### src/hw/lqi_pkg.sv
package lqi_pkg;
    localparam int CORR_W = 8;
    localparam int LQI_W = 8;
    localparam logic [LQI_W-1:0] LQI_MIN = 8'h00;
    localparam logic [LQI_W-1:0] LQI_MAX = 8'hFF;
    localparam logic [CORR_W-1:0] CORR_FLOOR = 8'h40;
    localparam int AVG_SHIFT = 3;
    localparam int AVG_N = 1 << AVG_SHIFT;
    localparam int ACC_W = CORR_W + AVG_SHIFT;
    localparam logic [ACC_W-1:0] ACC_ZERO = '0;
    localparam logic [AVG_SHIFT:0] CNT_ZERO = '0;
    localparam logic [AVG_SHIFT:0] CNT_ONE = 4'h1;
    localparam logic [AVG_SHIFT:0] CNT_FULL = 4'h8;
    localparam int SCALE_SHIFT = 2;
endpackage : lqi_pkg

### src/hw/lqi_scale.sv
`timescale 1ns/1ps
`default_nettype none
module lqi_scale (
    // Mean correlation in
    input wire logic [lqi_pkg::CORR_W-1:0] mean,
    // Quality figure out
    output logic [lqi_pkg::LQI_W-1:0] lqi
);
    logic [lqi_pkg::CORR_W-1:0] above;
    logic [lqi_pkg::CORR_W+lqi_pkg::SCALE_SHIFT-1:0] wide;
    always_comb begin
        // Floor maps to 0, linear at four per count above it, saturating at 255 from mean 0x80 up
        above = (mean > lqi_pkg::CORR_FLOOR) ? mean - lqi_pkg::CORR_FLOOR : '0; // RULE_04
        wide = {{lqi_pkg::SCALE_SHIFT{1'b0}}, above} << lqi_pkg::SCALE_SHIFT;
        lqi = (wide > {{lqi_pkg::SCALE_SHIFT{1'b0}}, lqi_pkg::LQI_MAX}) ? lqi_pkg::LQI_MAX
                                                 : wide[lqi_pkg::LQI_W-1:0]; // RULE_03
    end
endmodule : lqi_scale
`default_nettype wire

### src/hw/link_quality_estimator.sv
// Contract
// RULE_01: Quality comes from averaging correlation over several symbols, never one.
// RULE_02: Computation starts by itself when the sync header is found.
// RULE_03: Result is an eight-bit unsigned value 0 to 255.
// RULE_04: Worst compliant signal maps to 0, best to 255, linear between. The code is linear only from mean 0x40 to 0x80 and holds 255 from 0x80 up.
// RULE_05: Result valid only at frame end, together with the frame done interrupt.
// RULE_06: Result offered to the frame buffer read path after frame end.
// RULE_07: Result held stable until the next frame completes.
`timescale 1ns/1ps
`default_nettype none
module link_quality_estimator (
    // Clock and reset
    input wire logic clk,
    input wire logic rst_n,
    // Receive path
    input wire logic shr_found,
    input wire logic sym_valid,
    input wire logic [lqi_pkg::CORR_W-1:0] sym_corr,
    input wire logic frame_end,
    // Result and busy status
    output logic [lqi_pkg::LQI_W-1:0] lqi_q,
    output logic frame_done_interrupt,
    output logic busy_q
);
    typedef enum logic [1:0] {
        ST_IDLE = 2'b01,
        ST_RX = 2'b10
    } state_t;

    state_t state_q, state_d;
    logic [lqi_pkg::ACC_W-1:0] acc_q, acc_d;
    logic [lqi_pkg::AVG_SHIFT:0] cnt_q, cnt_d;
    logic [lqi_pkg::CORR_W-1:0] mean_q, mean_d;
    logic [lqi_pkg::LQI_W-1:0] lqi_d, lqi_new;
    logic irq_q, irq_d;
    logic busy_d;
    logic [lqi_pkg::ACC_W-1:0] block_sum;
    logic [lqi_pkg::AVG_SHIFT:0] seen_q, seen_d;

    lqi_scale u_scale (
        .mean(mean_q),
        .lqi(lqi_new)
    );

    always_comb begin
        state_d = state_q;
        acc_d = acc_q;
        cnt_d = cnt_q;
        mean_d = mean_q;
        lqi_d = lqi_q;
        irq_d = 1'b0;
        block_sum = acc_q + {{lqi_pkg::AVG_SHIFT{1'b0}}, sym_corr};
        unique case (state_q)
            ST_IDLE: begin
                if (shr_found) begin
                    state_d = ST_RX; // RULE_02
                    acc_d = lqi_pkg::ACC_ZERO;
                    cnt_d = lqi_pkg::CNT_ZERO;
                    // Clearing the mean keeps a short frame from reporting the last one
                    mean_d = '0;
                end
            end
            ST_RX: begin
                if (sym_valid) begin
                    // Block average of AVG_N symbols; mean refreshes per block
                    if (cnt_q == lqi_pkg::CNT_FULL - lqi_pkg::CNT_ONE) begin
                        acc_d = lqi_pkg::ACC_ZERO;
                        cnt_d = lqi_pkg::CNT_ZERO;
                        mean_d = block_sum[lqi_pkg::ACC_W-1:lqi_pkg::AVG_SHIFT]; // RULE_01
                    end else begin
                        acc_d = block_sum;
                        cnt_d = cnt_q + lqi_pkg::CNT_ONE;
                    end
                end
                // A symbol landing with frame end is counted but misses this result
                if (frame_end) begin
                    state_d = ST_IDLE;
                    lqi_d = lqi_new; // RULE_05 RULE_07
                    irq_d = 1'b1; // RULE_05 RULE_06
                end
            end
            default: state_d = ST_IDLE;
        endcase
        busy_d = (state_d == ST_RX);
    end

    always_ff @(posedge clk) begin
        if (!rst_n) begin
            state_q <= ST_IDLE;
            acc_q <= lqi_pkg::ACC_ZERO;
            cnt_q <= lqi_pkg::CNT_ZERO;
            mean_q <= '0;
            lqi_q <= lqi_pkg::LQI_MIN;
            irq_q <= 1'b0;
            busy_q <= 1'b0;
        end else begin
            state_q <= state_d;
            acc_q <= acc_d;
            cnt_q <= cnt_d;
            mean_q <= mean_d;
            lqi_q <= lqi_d;
            irq_q <= irq_d;
            busy_q <= busy_d;
        end
    end

    // Checker-only symbol count, saturating once a whole block has been seen
    always_comb begin
        seen_d = seen_q;
        if (!busy_q && shr_found) begin
            seen_d = lqi_pkg::CNT_ZERO;
        end else if (busy_q && sym_valid && (seen_q != lqi_pkg::CNT_FULL)) begin
            seen_d = seen_q + lqi_pkg::CNT_ONE;
        end
    end

    always_ff @(posedge clk) begin
        if (!rst_n) begin
            seen_q <= lqi_pkg::CNT_ZERO;
        end else begin
            seen_q <= seen_d;
        end
    end

    assign frame_done_interrupt = irq_q;

    AST_IRQ_PULSE: assert property (@(posedge clk) disable iff (!rst_n) // RULE_05
        frame_done_interrupt |=> !frame_done_interrupt)
        else $error("Frame done pulse longer than one cycle");

    AST_LQI_HELD: assert property (@(posedge clk) disable iff (!rst_n) // RULE_07
        !frame_done_interrupt |-> $stable(lqi_q))
        else $error("Quality changed outside frame end");

    AST_START: assert property (@(posedge clk) disable iff (!rst_n) // RULE_02
        (!busy_q && shr_found) |=> busy_q)
        else $error("No start on sync header");

    AST_END: assert property (@(posedge clk) disable iff (!rst_n) // RULE_05
        (busy_q && frame_end) |=> (frame_done_interrupt && !busy_q))
        else $error("Frame end not signalled");

    AST_NO_IRQ_IDLE: assert property (@(posedge clk) disable iff (!rst_n) // RULE_06
        !busy_q |=> !frame_done_interrupt)
        else $error("Interrupt without frame");

    AST_LQI_SCALE: assert property (@(posedge clk) disable iff (!rst_n) // RULE_04
        frame_done_interrupt |-> lqi_q == $past(lqi_new))
        else $error("Quality not taken from scaler");

    AST_AVG: assert property (@(posedge clk) disable iff (!rst_n) // RULE_01
        (busy_q && sym_valid && (cnt_q == lqi_pkg::CNT_FULL - lqi_pkg::CNT_ONE)) |=> (cnt_q == lqi_pkg::CNT_ZERO))
        else $error("Averaging block length wrong");

    AST_MEAN_HOLD: assert property (@(posedge clk) disable iff (!rst_n) // RULE_01
        (busy_q && !sym_valid && !frame_end) |=> $stable(mean_q))
        else $error("Mean moved without symbol");

    AST_FEW_SYMBOLS: assert property (@(posedge clk) disable iff (!rst_n) // RULE_01
        (busy_q && frame_end && (seen_q != lqi_pkg::CNT_FULL)) |=> (lqi_q == lqi_pkg::LQI_MIN))
        else $error("Quality reported from less than one block");

    AST_FLOOR: assert property (@(posedge clk) disable iff (!rst_n) // RULE_04
        (busy_q && frame_end && (mean_q <= lqi_pkg::CORR_FLOOR)) |=> (lqi_q == lqi_pkg::LQI_MIN))
        else $error("Weak signal not mapped to lowest quality");

    AST_CEILING: assert property (@(posedge clk) disable iff (!rst_n) // RULE_04
        (busy_q && frame_end && (&mean_q)) |=> (lqi_q == lqi_pkg::LQI_MAX))
        else $error("Full correlation not mapped to highest quality");

    AST_IRQ_NOT_BUSY: assert property (@(posedge clk) disable iff (!rst_n) // RULE_05
        frame_done_interrupt |-> !busy_q)
        else $error("Interrupt while frame still open");

    AST_IRQ_CAUSE: assert property (@(posedge clk) disable iff (!rst_n) // RULE_05
        frame_done_interrupt |-> $past(busy_q && frame_end))
        else $error("Interrupt without a frame end");

    AST_FRESH_START: assert property (@(posedge clk) disable iff (!rst_n) // RULE_02
        (!busy_q && shr_found) |=> ((cnt_q == lqi_pkg::CNT_ZERO)
            && (acc_q == lqi_pkg::ACC_ZERO) && (mean_q == '0)))
        else $error("Measurement not cleared at start");

    AST_BUSY_KEEPS: assert property (@(posedge clk) disable iff (!rst_n) // RULE_02
        (busy_q && !frame_end) |=> busy_q)
        else $error("Measurement dropped before frame end");

    AST_IDLE_QUIET: assert property (@(posedge clk) disable iff (!rst_n) // RULE_02
        (!busy_q && !shr_found) |=> !busy_q)
        else $error("Measurement started without sync header");

    AST_IDLE_END_IGNORED: assert property (@(posedge clk) disable iff (!rst_n) // RULE_05
        (!busy_q && frame_end) |=> (!frame_done_interrupt && $stable(lqi_q)))
        else $error("Stray frame end acted on");

    AST_CNT_HOLD: assert property (@(posedge clk) disable iff (!rst_n) // RULE_01
        (busy_q && !sym_valid) |=> $stable(cnt_q))
        else $error("Symbol count moved without symbol");

    AST_CNT_RANGE: assert property (@(posedge clk) disable iff (!rst_n) // RULE_01
        busy_q |-> (cnt_q < lqi_pkg::CNT_FULL))
        else $error("Symbol count beyond one block");

    AST_MEAN_MID_BLOCK: assert property (@(posedge clk) disable iff (!rst_n) // RULE_01
        (busy_q && sym_valid && (cnt_q != lqi_pkg::CNT_FULL - lqi_pkg::CNT_ONE)) |=> $stable(mean_q))
        else $error("Mean moved inside a block");

    AST_ACC_CLEAR: assert property (@(posedge clk) disable iff (!rst_n) // RULE_01
        (busy_q && sym_valid && (cnt_q == lqi_pkg::CNT_FULL - lqi_pkg::CNT_ONE)) |=> (acc_q == lqi_pkg::ACC_ZERO))
        else $error("Sum not cleared after a block");

    AST_BUSY_STATE: assert property (@(posedge clk) disable iff (!rst_n) // RULE_02
        busy_q == (state_q == ST_RX))
        else $error("Busy flag disagrees with state");

    AST_STATE_ONEHOT: assert property (@(posedge clk) disable iff (!rst_n) // RULE_02
        $onehot(state_q))
        else $error("State code not one-hot");

    AST_AFTER_IRQ_HELD: assert property (@(posedge clk) disable iff (!rst_n) // RULE_07
        frame_done_interrupt |=> $stable(lqi_q))
        else $error("Quality moved right after frame end");
endmodule : link_quality_estimator
`default_nettype wire

### config.mk
export PLATFORM = sky130hd
export DESIGN_NAME = link_quality_estimator
export DESIGN_NICKNAME = d
export VERILOG_FILES = /design/src/hw/lqi_pkg.sv /design/src/hw/lqi_scale.sv /design/src/hw/link_quality_estimator.sv
export SDC_FILE = /design/constraint.sdc
export NUM_CORES = 1
export LEC_CHECK = 0
export ABC_AREA = 1
export BUFFER_PORTS_ARGS = -buffer_cell sky130_fd_sc_hd__clkbuf_2
export CORE_MARGIN = 3
export CORE_UTILIZATION = 52
export CTS_CLUSTER_SIZE = 12
export DETAILED_ROUTE_END_ITERATION = 8
export PLACE_DENSITY = 0.82
export SYNTH_ARGS = -nofsm -noshare
export SYNTH_HDL_FRONTEND = slang
export SYNTH_SLANG_ARGS = --single-unit
### constraint.sdc
create_clock -name clk -period 1.6 [get_ports clk]
set_input_delay 0.16 -clock clk [delete_from_list [all_inputs] [get_ports clk]]
set_output_delay 0.16 -clock clk [all_outputs]
set_load 0.005 [all_outputs]
==> flow_summary.toml, run 1 <==
[outcome]
outcome = "complete, but fails checks"
violations = "setup timing"

[synthesis]
synth_mux_area_frac = 0
synthXorXnorAreaFrac = 0.00921
synth_top_family_by_area = "simple AND/OR/NAND/NOR gates"
synth_top_area_share = 0.358
synth_top_area_cell = "dfxtp_1"
synthArstFlopShare = 0
syn-instance-count = 258
synth_compound_area_frac = 0.144
synthSimpleGateAreaFrac = 0.319
ys_ff_latch = 34
ys_warn_count = 0
synth_area_um2 = 1900
yosys-top-cells-area = "dfxtp_1 36%, nand2_1 15%, ha_1 7.2%"
synth_edf_count = 0
syn_nets = 283
avgSynthCellArea_um2 = 7.37
synthAdderAreaFrac = 0.0829
synth_seq_area_share = 0.358
synth_flop_cell = "dfxtp_1"
synth_cell_types = 33

[sta]
finalHoldViolations = 0
finalSetupViolCount = 13
fin_crit_sh = 1.06
setup_ws_ns = -0.0903
slew_headroom = 0.793
fin_crit_ns = 1.69
finClkSkew_ns = 0.0154
fmax_ghz = 0.592
worst_pin_slew_ns = 0.311
grt_setup_unrepaired = "yes"
drv_slew = 0

[power]
p_total_mw = 3.11
p_leak_nw = 1.12
vdd_ir_drop_max_uv = 1110
power_density_nw_per_um2 = 1250

[critical_path]
cp_cell_sequence = "ha_4, fa_2, nand2_2, inv_2, a21oi_2, inv_2, nand2_2, nand2_1, nand2_1, nand3b_1, a21oi_1"
crit_slowest_cell = "dfxtp_2"
max_stage_delay_ns = 0.35
cp-start-kind = "flip-flop"
rr_startpoint = "acc_q[0]"
path_class = "reg -> reg"
end_kind = "flip-flop"
reg2reg_depth = 11
critPathLaunch = "acc_q[0]"
worst-endpoint-arrival_ns = 1.99
r2r_slack_ns = -0.09
cp.required_ns = 1.90
cp_max_fo = 2
rr_endpoint = "mean_q[3]"

[global_routing]
grt_max_degree = 14
grt_antenna_before_repair = 0
grt-ovfl-total = 0
grt_usage = 0.231
grt_pass1_wl_um = 7710
grt_pass1_vias = 1754

[drt]
drt-total-wl_um = 4950
via_count = 1942
firstDrtPassIters = 4
wire_per_inst_um = 14.0
drtIter0Drc = 136
ant_nets = 0
drc = 0
vias_per_cell = 5.47

[clock_tree]
root_buffer = "clkbuf_4"
cts-htree-levels = 2
tritoncts = "done"
cts_hold_buf = 0
numClockSinks = 34
clk_pin_slew_ns = 0.12
cts_inserted_buffers = 5
cts_buffer_depth = 2
clk_latency_ns = 0.36

[place]
gp_congestion = 0.918
hpwl_um = 3320
port_buffers = 22

[layout]
layout.nets = 333
layout-drive-gt1-share = 0.330
diodes = 0
fillers = 277
areaGrowthSynthToFinish_pct = 30.5
fin_util = 0.726

[die]
die_area_um2 = 4420
core_area_um2 = 3420
rows = 21
fp.dieH_um = 66.5
start_util = 0.557
io_pins = 23
die_x_um = 66.5

[min_path]
worstHoldEndpoint = "cnt_q[2]"
min_path_type = "in -> reg"
hold_depth = 3
hold_start = "rst_n"

[job]
maxCapViolations = 0
==> cell type report <==
type                       instances  area (µm²)  share of cell area
clock inverter                     3        68.8              0.0277
inverter                          28         113              0.0454
tap                               46        57.6              0.0232
timing repair buffer              49         355               0.143
sequential                        34         686               0.276
clock buffer                       5        37.5              0.0151
multi-input combinational        190        1160               0.469
==> layout by cell type, fill, tap and decap left out, types with 4 or more instances in the layout <==
cell type  instances
nand4_1            4
ha_1               6
a31oi_1            6
nand2_1           69
nand3_1           18
nor2_1            17
a21oi_1           18
a21oi_2            5
clkbuf_2          22
inv_1             21
dfxtp_2            4
nand2_2            8
o21ai_1            4
inv_2              6
clkbuf_4           5
buf_4             18
dfxtp_1           30
buf_6              8
==> Yosys cell counts (2+ instances only) <==
library cell and instances:
nand2_2 2, ha_1 11, nor2_1 19, nor2_8 2
a31oi_1 6, inv_1 24, inv_2 3, o21ai_4 2
a21oi_1 23, o21ai_0 3, nand3b_1 3, buf_6 2
nor3_1 3, dfxtp_1 34, nand3_1 21, nand2_1 75
clkbuf_1 2, o21ai_1 4, nand4_1 4, a22oi_1 2
==> cells by family after synthesis <==
family                     Yosys count
DFF                                 34
AOI/OAI and AO/OA                   44
adders and majority gates           12
xor gates and xnor gates             2
buffers and inverters               34
and+or+nand+nor                    132
==> power breakdown <==
part	internal, mW	switching, mW	total (mW)
clock network	0.488	0.324	0.813
registers	0.923	0.0485	0.972
logic	0.619	0.706	1.33
==> metal layers <==
layer,track usage,vias up,wire (µm)
met5,0,-,0
met4,0.104,0,106
met3,0.0540,13,312
met2,0.394,62,2490
met1,0.273,904,2050
li1,-,963,-
==> critical path: cells and delay by family, from the launching register on <==
| family | cells | cell delay [ns] |
|---|---|---|
| AND/OR/NAND/NOR | 5 | 0.39 |
| buffers and inverters | 2 | 0.10 |
| adder cells (fa/ha/maj) | 2 | 0.50 |
| AO/OA/AOI/OAI | 2 | 0.30 |
| flip-flops | 1 | 0.35 |
==> flip-flops by register name (all words and copies together), names as in the netlist <==
signal	flops
acc_q	11
busy_q	1
state_q	2
frame_done_interrupt	1
lqi_q	7
cnt_q	4
mean_q	8
==> metrics by stage <==
stage	setup TNS (ns)	setup WS [ns]	area [µm²]	instances	hold WS (ns)
floorplan	0	0.0132	1910	258	0.249
global placement	-0.0101	-0.0101	2150	337	0.419
detailed placement	-0.731	-0.0831	2150	337	0.426
CTS	-0.0915	-0.0583	2330	349	0.0590
global route	-2.36	-0.157	2480	355	0.0714
finish	-0.412	-0.0903	2480	355	0.0737
==> worst max path at each step <==
| stage | depth (start not counted) | end |
|---|---|---|
| global route | 11 | mean_q[3] |
| detailed placement | 7 | acc_q[4] |
| finish | 11 | mean_q[3] |
| global placement | 11 | mean_q[3] |
| CTS | 11 | mean_q[3] |
| floorplan | 10 | mean_q[3] |
==> timing repair <==
item	in CTS	in global routing
pin swaps	6	16
cloned	0	1
setup buffers	4	7
setup endpoints to repair	22	25
resized for setup	11	31
(Power assumes the default switching activity.)
==> run 2, diff against run 1 <==
- MAX_ROUTING_LAYER: unset -> met4
==> flow_summary.toml, run 2 (synthesis results as in run 1) <==
[outcome]
outcome = "complete, but fails checks"
violations = "setup timing"

[min_path]
worstHoldEndpoint = "state_q[0]"
min_path_type = "in -> reg"
hold_start = "rst_n"
hold_depth = 2

[global_routing]
grt_max_degree = 12
grt_pass1_wl_um = 8080
grt_pass1_vias = 1807
grt-ovfl-total = 0
grt_antenna_before_repair = 0
grt_usage = 0.248

[layout]
stdcell_area_um2 = 2620
largest_reg_flops = 11
reg.largest.list = "acc_q: 11 flops, mean_q: 8 flops, lqi_q: 7 flops"
layout_commonest_cell = "nand2_1"
fillers = 227
final_cell_mix = "65 x nand2_1, 31 x dfxtp_1, 23 x buf_4, 22 x clkbuf_2, 19 x inv_1"
fin_util = 0.767
diodes = 0
layout-drive-gt1-share = 0.383
layout.nets = 337
areaGrowthSynthToFinish_pct = 37.7
top_register = "acc_q"

[power]
combPwrFrac = 0.443
p_leak_nw = 1.15
seqPwrFrac = 0.299
vdd_ir_drop_max_uv = 1080
internal_power_mw = 2.13
switching_share = 0.352
power_density_nw_per_um2 = 1260
power_frac_clock = 0.258
p_sw_mw = 1.16

[critical_path]
max_stage_delay_ns = 0.35
cp.required_ns = 1.83
r2r_slack_ns = -0.18
crit_family = "adder cells"
path_class = "reg -> reg"
cp_cell_sequence = "ha_4, fa_2, nand2_2, inv_2, a21oi_4, inv_2, nand2_2, nand3b_1, nand3b_1, a21oi_1"
end_kind = "flip-flop"
cp-start-kind = "flip-flop"
crit_slowest_cell = "dfxtp_2"
reg2reg_depth = 10
rr_startpoint = "acc_q[0]"
rr_endpoint = "mean_q[3]"
worst-endpoint-arrival_ns = 2.01
cp_max_fo = 2
path_buf_inv = 2

[drt]
via_count = 1978
firstDrtPassIters = 5
vias_per_cell = 5.51
ant_nets = 0
drtIter0Drc = 191
drc = 0
wire_per_inst_um = 15.8
drt-total-wl_um = 5660

[sta]
finalSetupViolCount = 17
finClkSkew_ns = 0.00948
worst_pin_slew_ns = 0.375
slew_headroom = 0.750
fin_crit_ns = 1.78
fin_crit_sh = 1.11
finalHoldViolations = 0
drv_slew = 0
fmax_ghz = 0.563
grt_setup_unrepaired = "yes"
setup_ws_ns = -0.177

[clock_tree]
clk_pin_slew_ns = 0.11
cts_hold_buf = 0
clk_latency_ns = 0.35
tritoncts = "done"
cts-htree-levels = 2
cts_buffer_depth = 2
cts_inserted_buffers = 5
numClockSinks = 34
root_buffer = "clkbuf_4"

[job]
maxCapViolations = 0

[die]
io_pins = 23
die_x_um = 66.5
start_util = 0.557
die_area_um2 = 4420
rows = 21
fp.dieH_um = 66.5
core_area_um2 = 3420

[place]
port_buffers = 22
gp_congestion = 0.928
dpl_cell_area_um2 = 2170
hpwl_um = 3290
-- run 2: cell types whose count changed in the layout (fill, tap and decap cells not counted), moves of 3 or more --
cell     previous run  this run
nand2_2             8        11
buf_4              18        23
ha_1                6         3
nand2_1            69        65
ha_4                3         8
-- run 2: final cells by class --
class	count	area [µm²]	share of cell area
inverters	28	115	0.0440
repair buffers	53	373	0.142
clock inverters	2	60.1	0.0229
flip-flops and latches	34	687	0.262
multi-input cells	190	1270	0.487
well taps	46	57.6	0.0220
clock buffers	6	51.3	0.0196
-- run 2: how the worst max path moves through the flow --
stage,startpoint,endpoint,slack [ns],depth (start not counted)
2_1_floorplan,acc_q[0],mean_q[3],0.01,10
6_report,acc_q[0],mean_q[3],-0.18,10
4_1_cts,acc_q[0],acc_q[6],-0.05,11
3_5_place_dp,state_q[0],acc_q[6],-0.07,7
5_1_grt,acc_q[0],mean_q[3],-0.26,11
3_3_place_gp,state_q[0],acc_q[6],0.0008,7
-- run 2: power groups by stage --
stage	Combinational, mW	Clock (mW)	Sequential (mW)
CTS	1.13	0.850	0.965
global route	1.55	0.894	0.990
global placement	0.945	0	0.975
detailed placement	0.968	0	0.978
floorplan	0.707	0	0.968
finish	1.46	0.847	0.983
-- run 2: per-layer routing --
layer  share of wire  vias up  global-route usage
li1                -      956                   -
met1            0.41      904               0.296
met2            0.49       99               0.405
met3           0.070       19              0.0607
met4           0.026        0              0.0888
met5               0        -                   -
-- run 2: what timing repair did --
action | CTS | global route
setup buffers | 7 | 4
gates cloned | 0 | 1
pin swaps | 12 | 19
setup endpoints to repair | 20 | 22
resized for setup | 18 | 44
-- run 2: worst reg2reg max path, delay by kind of cell, from the launching register on --
family,cells,cell delay [ns]
fa+ha+maj,2,0.51
simple gates,4,0.46
flops,1,0.35
compound gates,2,0.23
buf+inv,2,0.11
-- run 2: per-stage QoR --
stage	power, mW	setup TNS [ns]	worst slack [ns]	hold slack (ns)	std cells
5_1_grt	3.43	-2.28	-0.258	0.0966	359
4_1_cts	2.95	-0.123	-0.0521	0.0581	354
2_1_floorplan	1.68	0	0.0132	0.249	258
3_5_place_dp	1.95	-0.565	-0.0749	0.417	339
6_report	3.29	-0.950	-0.177	0.0944	359
3_3_place_gp	1.92	0	0.000842	0.414	339
==> run 3, diff against run 2 <==
- BUFFER_PORTS_ARGS: -buffer_cell sky130_fd_sc_hd__clkbuf_2 -> unset
- CORE_UTILIZATION: 52 -> 56
- DONT_BUFFER_PORTS: unset -> 1
- PLACE_DENSITY: 0.82 -> 0.81
==> flow_summary.toml, run 3 (synthesis results as in run 1) <==
[power]
power_frac_clock = 0.206
combPwrFrac = 0.483
p_leak_nw = 1.09
p_sw_mw = 1.15
power_density_nw_per_um2 = 1240
switching_share = 0.365
internal_power_mw = 2.01
seqPwrFrac = 0.311
vdd_ir_drop_max_uv = 1100

[die]
start_util = 0.603
rows = 20
core_area_um2 = 3150
die_x_um = 64.3
die_area_um2 = 4130
io_pins = 23
fp.dieH_um = 64.3

[clock_tree]
cts-htree-levels = 2
cts_buffer_depth = 2
tritoncts = "done"
root_buffer = "clkbuf_4"
numClockSinks = 34
clk_latency_ns = 0.34
cts_inserted_buffers = 5
clk_pin_slew_ns = 0.13

[min_path]
min_path_type = "in -> reg"
hold_depth = 3

[drt]
drt-total-wl_um = 5190
wl_met3_um = 307
drt-met1-wl_um = 2110
drtIter0Drc = 103
vias_per_cell = 5.57
met2_length_um = 2680
ant_nets = 0
highest_layer = "met4"
firstDrtPassIters = 4
via_count = 1899
drc = 0
wire_per_inst_um = 15.2

[sta]
drv_slew = 0
fin_crit_ns = 1.69
worst_pin_slew_ns = 0.262
fmax_ghz = 0.593
finalSetupViolCount = 7
fin_crit_sh = 1.05
setup_ws_ns = -0.0875
slew_headroom = 0.823
grt_setup_unrepaired = "yes"
whs_ns = 0.0958
finalHoldViolations = 0
finClkSkew_ns = 0.0192

[place]
hpwl_um = 3180
gp_congestion = 0.899
port_buffers = 0
dpl_cell_area_um2 = 2080

[layout]
final_cell_mix = "67 x nand2_1, 29 x buf_4, 28 x dfxtp_1, 20 x inv_1"
layout_commonest_cell = "nand2_1"
top_register = "acc_q"
layout.nets = 321
layout-drive-gt1-share = 0.364
stdcell_area_um2 = 2540
diodes = 0
areaGrowthSynthToFinish_pct = 33.5
reg.largest.list = "acc_q: 11 flops, mean_q: 8 flops, lqi_q: 7 flops"
largest_reg_flops = 11

[critical_path]
max_stage_delay_ns = 0.35
path_buf_inv = 2
reg2reg_depth = 11
cp.depth = 11
end_kind = "flip-flop"
cp_max_fo = 2
crit_family = "adder cells"
cp_cell_sequence = "ha_4, fa_2, nand2_2, inv_2, a21oi_4, inv_2, nand2_2, nand2_1, nand2_1, nand3_1, a21oi_2"
cp-start-kind = "flip-flop"
cp.required_ns = 1.89
crit_slowest_cell = "dfxtp_2"
worst-endpoint-arrival_ns = 1.98
path_class = "reg -> reg"

[outcome]
outcome = "complete, but fails checks"
violations = "setup timing"

[global_routing]
grt_pass1_vias = 1779
grt_usage = 0.241
grt_max_degree = 16
grt-ovfl-total = 0
grt_antenna_before_repair = 0
grt_pass1_wl_um = 7730

[job]
maxCapViolations = 0
run 3: power by group through the flow:
stage                     clock network, mW  logic, mW  registers, mW
final                                 0.652       1.52          0.982
after global routing                  0.687       1.63          0.988
after CTS                             0.654       1.18          0.964
after detailed placement                  0      0.973          0.977
after global placement                    0      0.951          0.975
after floorplan                           0      0.707          0.968
run 3: path summary, 6_finish.rpt:
path / from / end / slack [ns]
hold / removal: frame_end / state_q[1] / 0.1
hold reg to reg: mean_q[6] / mean_q[6] / 0.48
setup reg to reg: acc_q[0] / acc_q[6] / -0.09
setup / recovery: acc_q[0] / acc_q[6] / -0.09
run 3: through the flow:
stage                     utilization  setup WS, ns  setup TNS [ns]  power (mW)  instances
after floorplan                     -        0.0132               0        1.68        258
after CTS                       0.721       -0.0352         -0.0916        2.80        333
after global routing            0.805        -0.174           -1.31        3.31        341
final                           0.805       -0.0875          -0.269        3.16        341
after global placement          0.661       -0.0216         -0.0714        1.93        319
after detailed placement        0.661       -0.0775          -0.860        1.95        319
run 3: worst min-delay path, stage by stage:
cell and delay (ns):
nor3_1 0.03, nor2_1 0.15, nor3_1 0.06
run 3: what timing repair did:
item | in CTS | in global routing
buffers inserted | 4 | 10
endpoints found under the hold margin | 5 | 0
hold buffers | 1 | 0
endpoints found under the setup margin | 25 | 24
gates resized for setup | 13 | 54
pin swaps | 5 | 14
gates cloned | 1 | 0
run 3: layout make-up:
cell class	instances	area, µm²
Clock inverter	3	45.0
Clock buffer	5	37.5
Inverter	28	113
Sequential cell	34	691
Tap cell	44	55.1
Timing Repair Buffer	37	315
Fill cell	211	614
Multi-Input combinational cell	190	1280
run 3: per-layer routing:
| metal | global-route usage | up-vias |
|---|---|---|
| met3 | 0.0615 | 16 |
| li1 | - | 924 |
| met1 | 0.303 | 887 |
| met4 | 0.0501 | 0 |
| met5 | - | - |
| met2 | 0.392 | 72 |
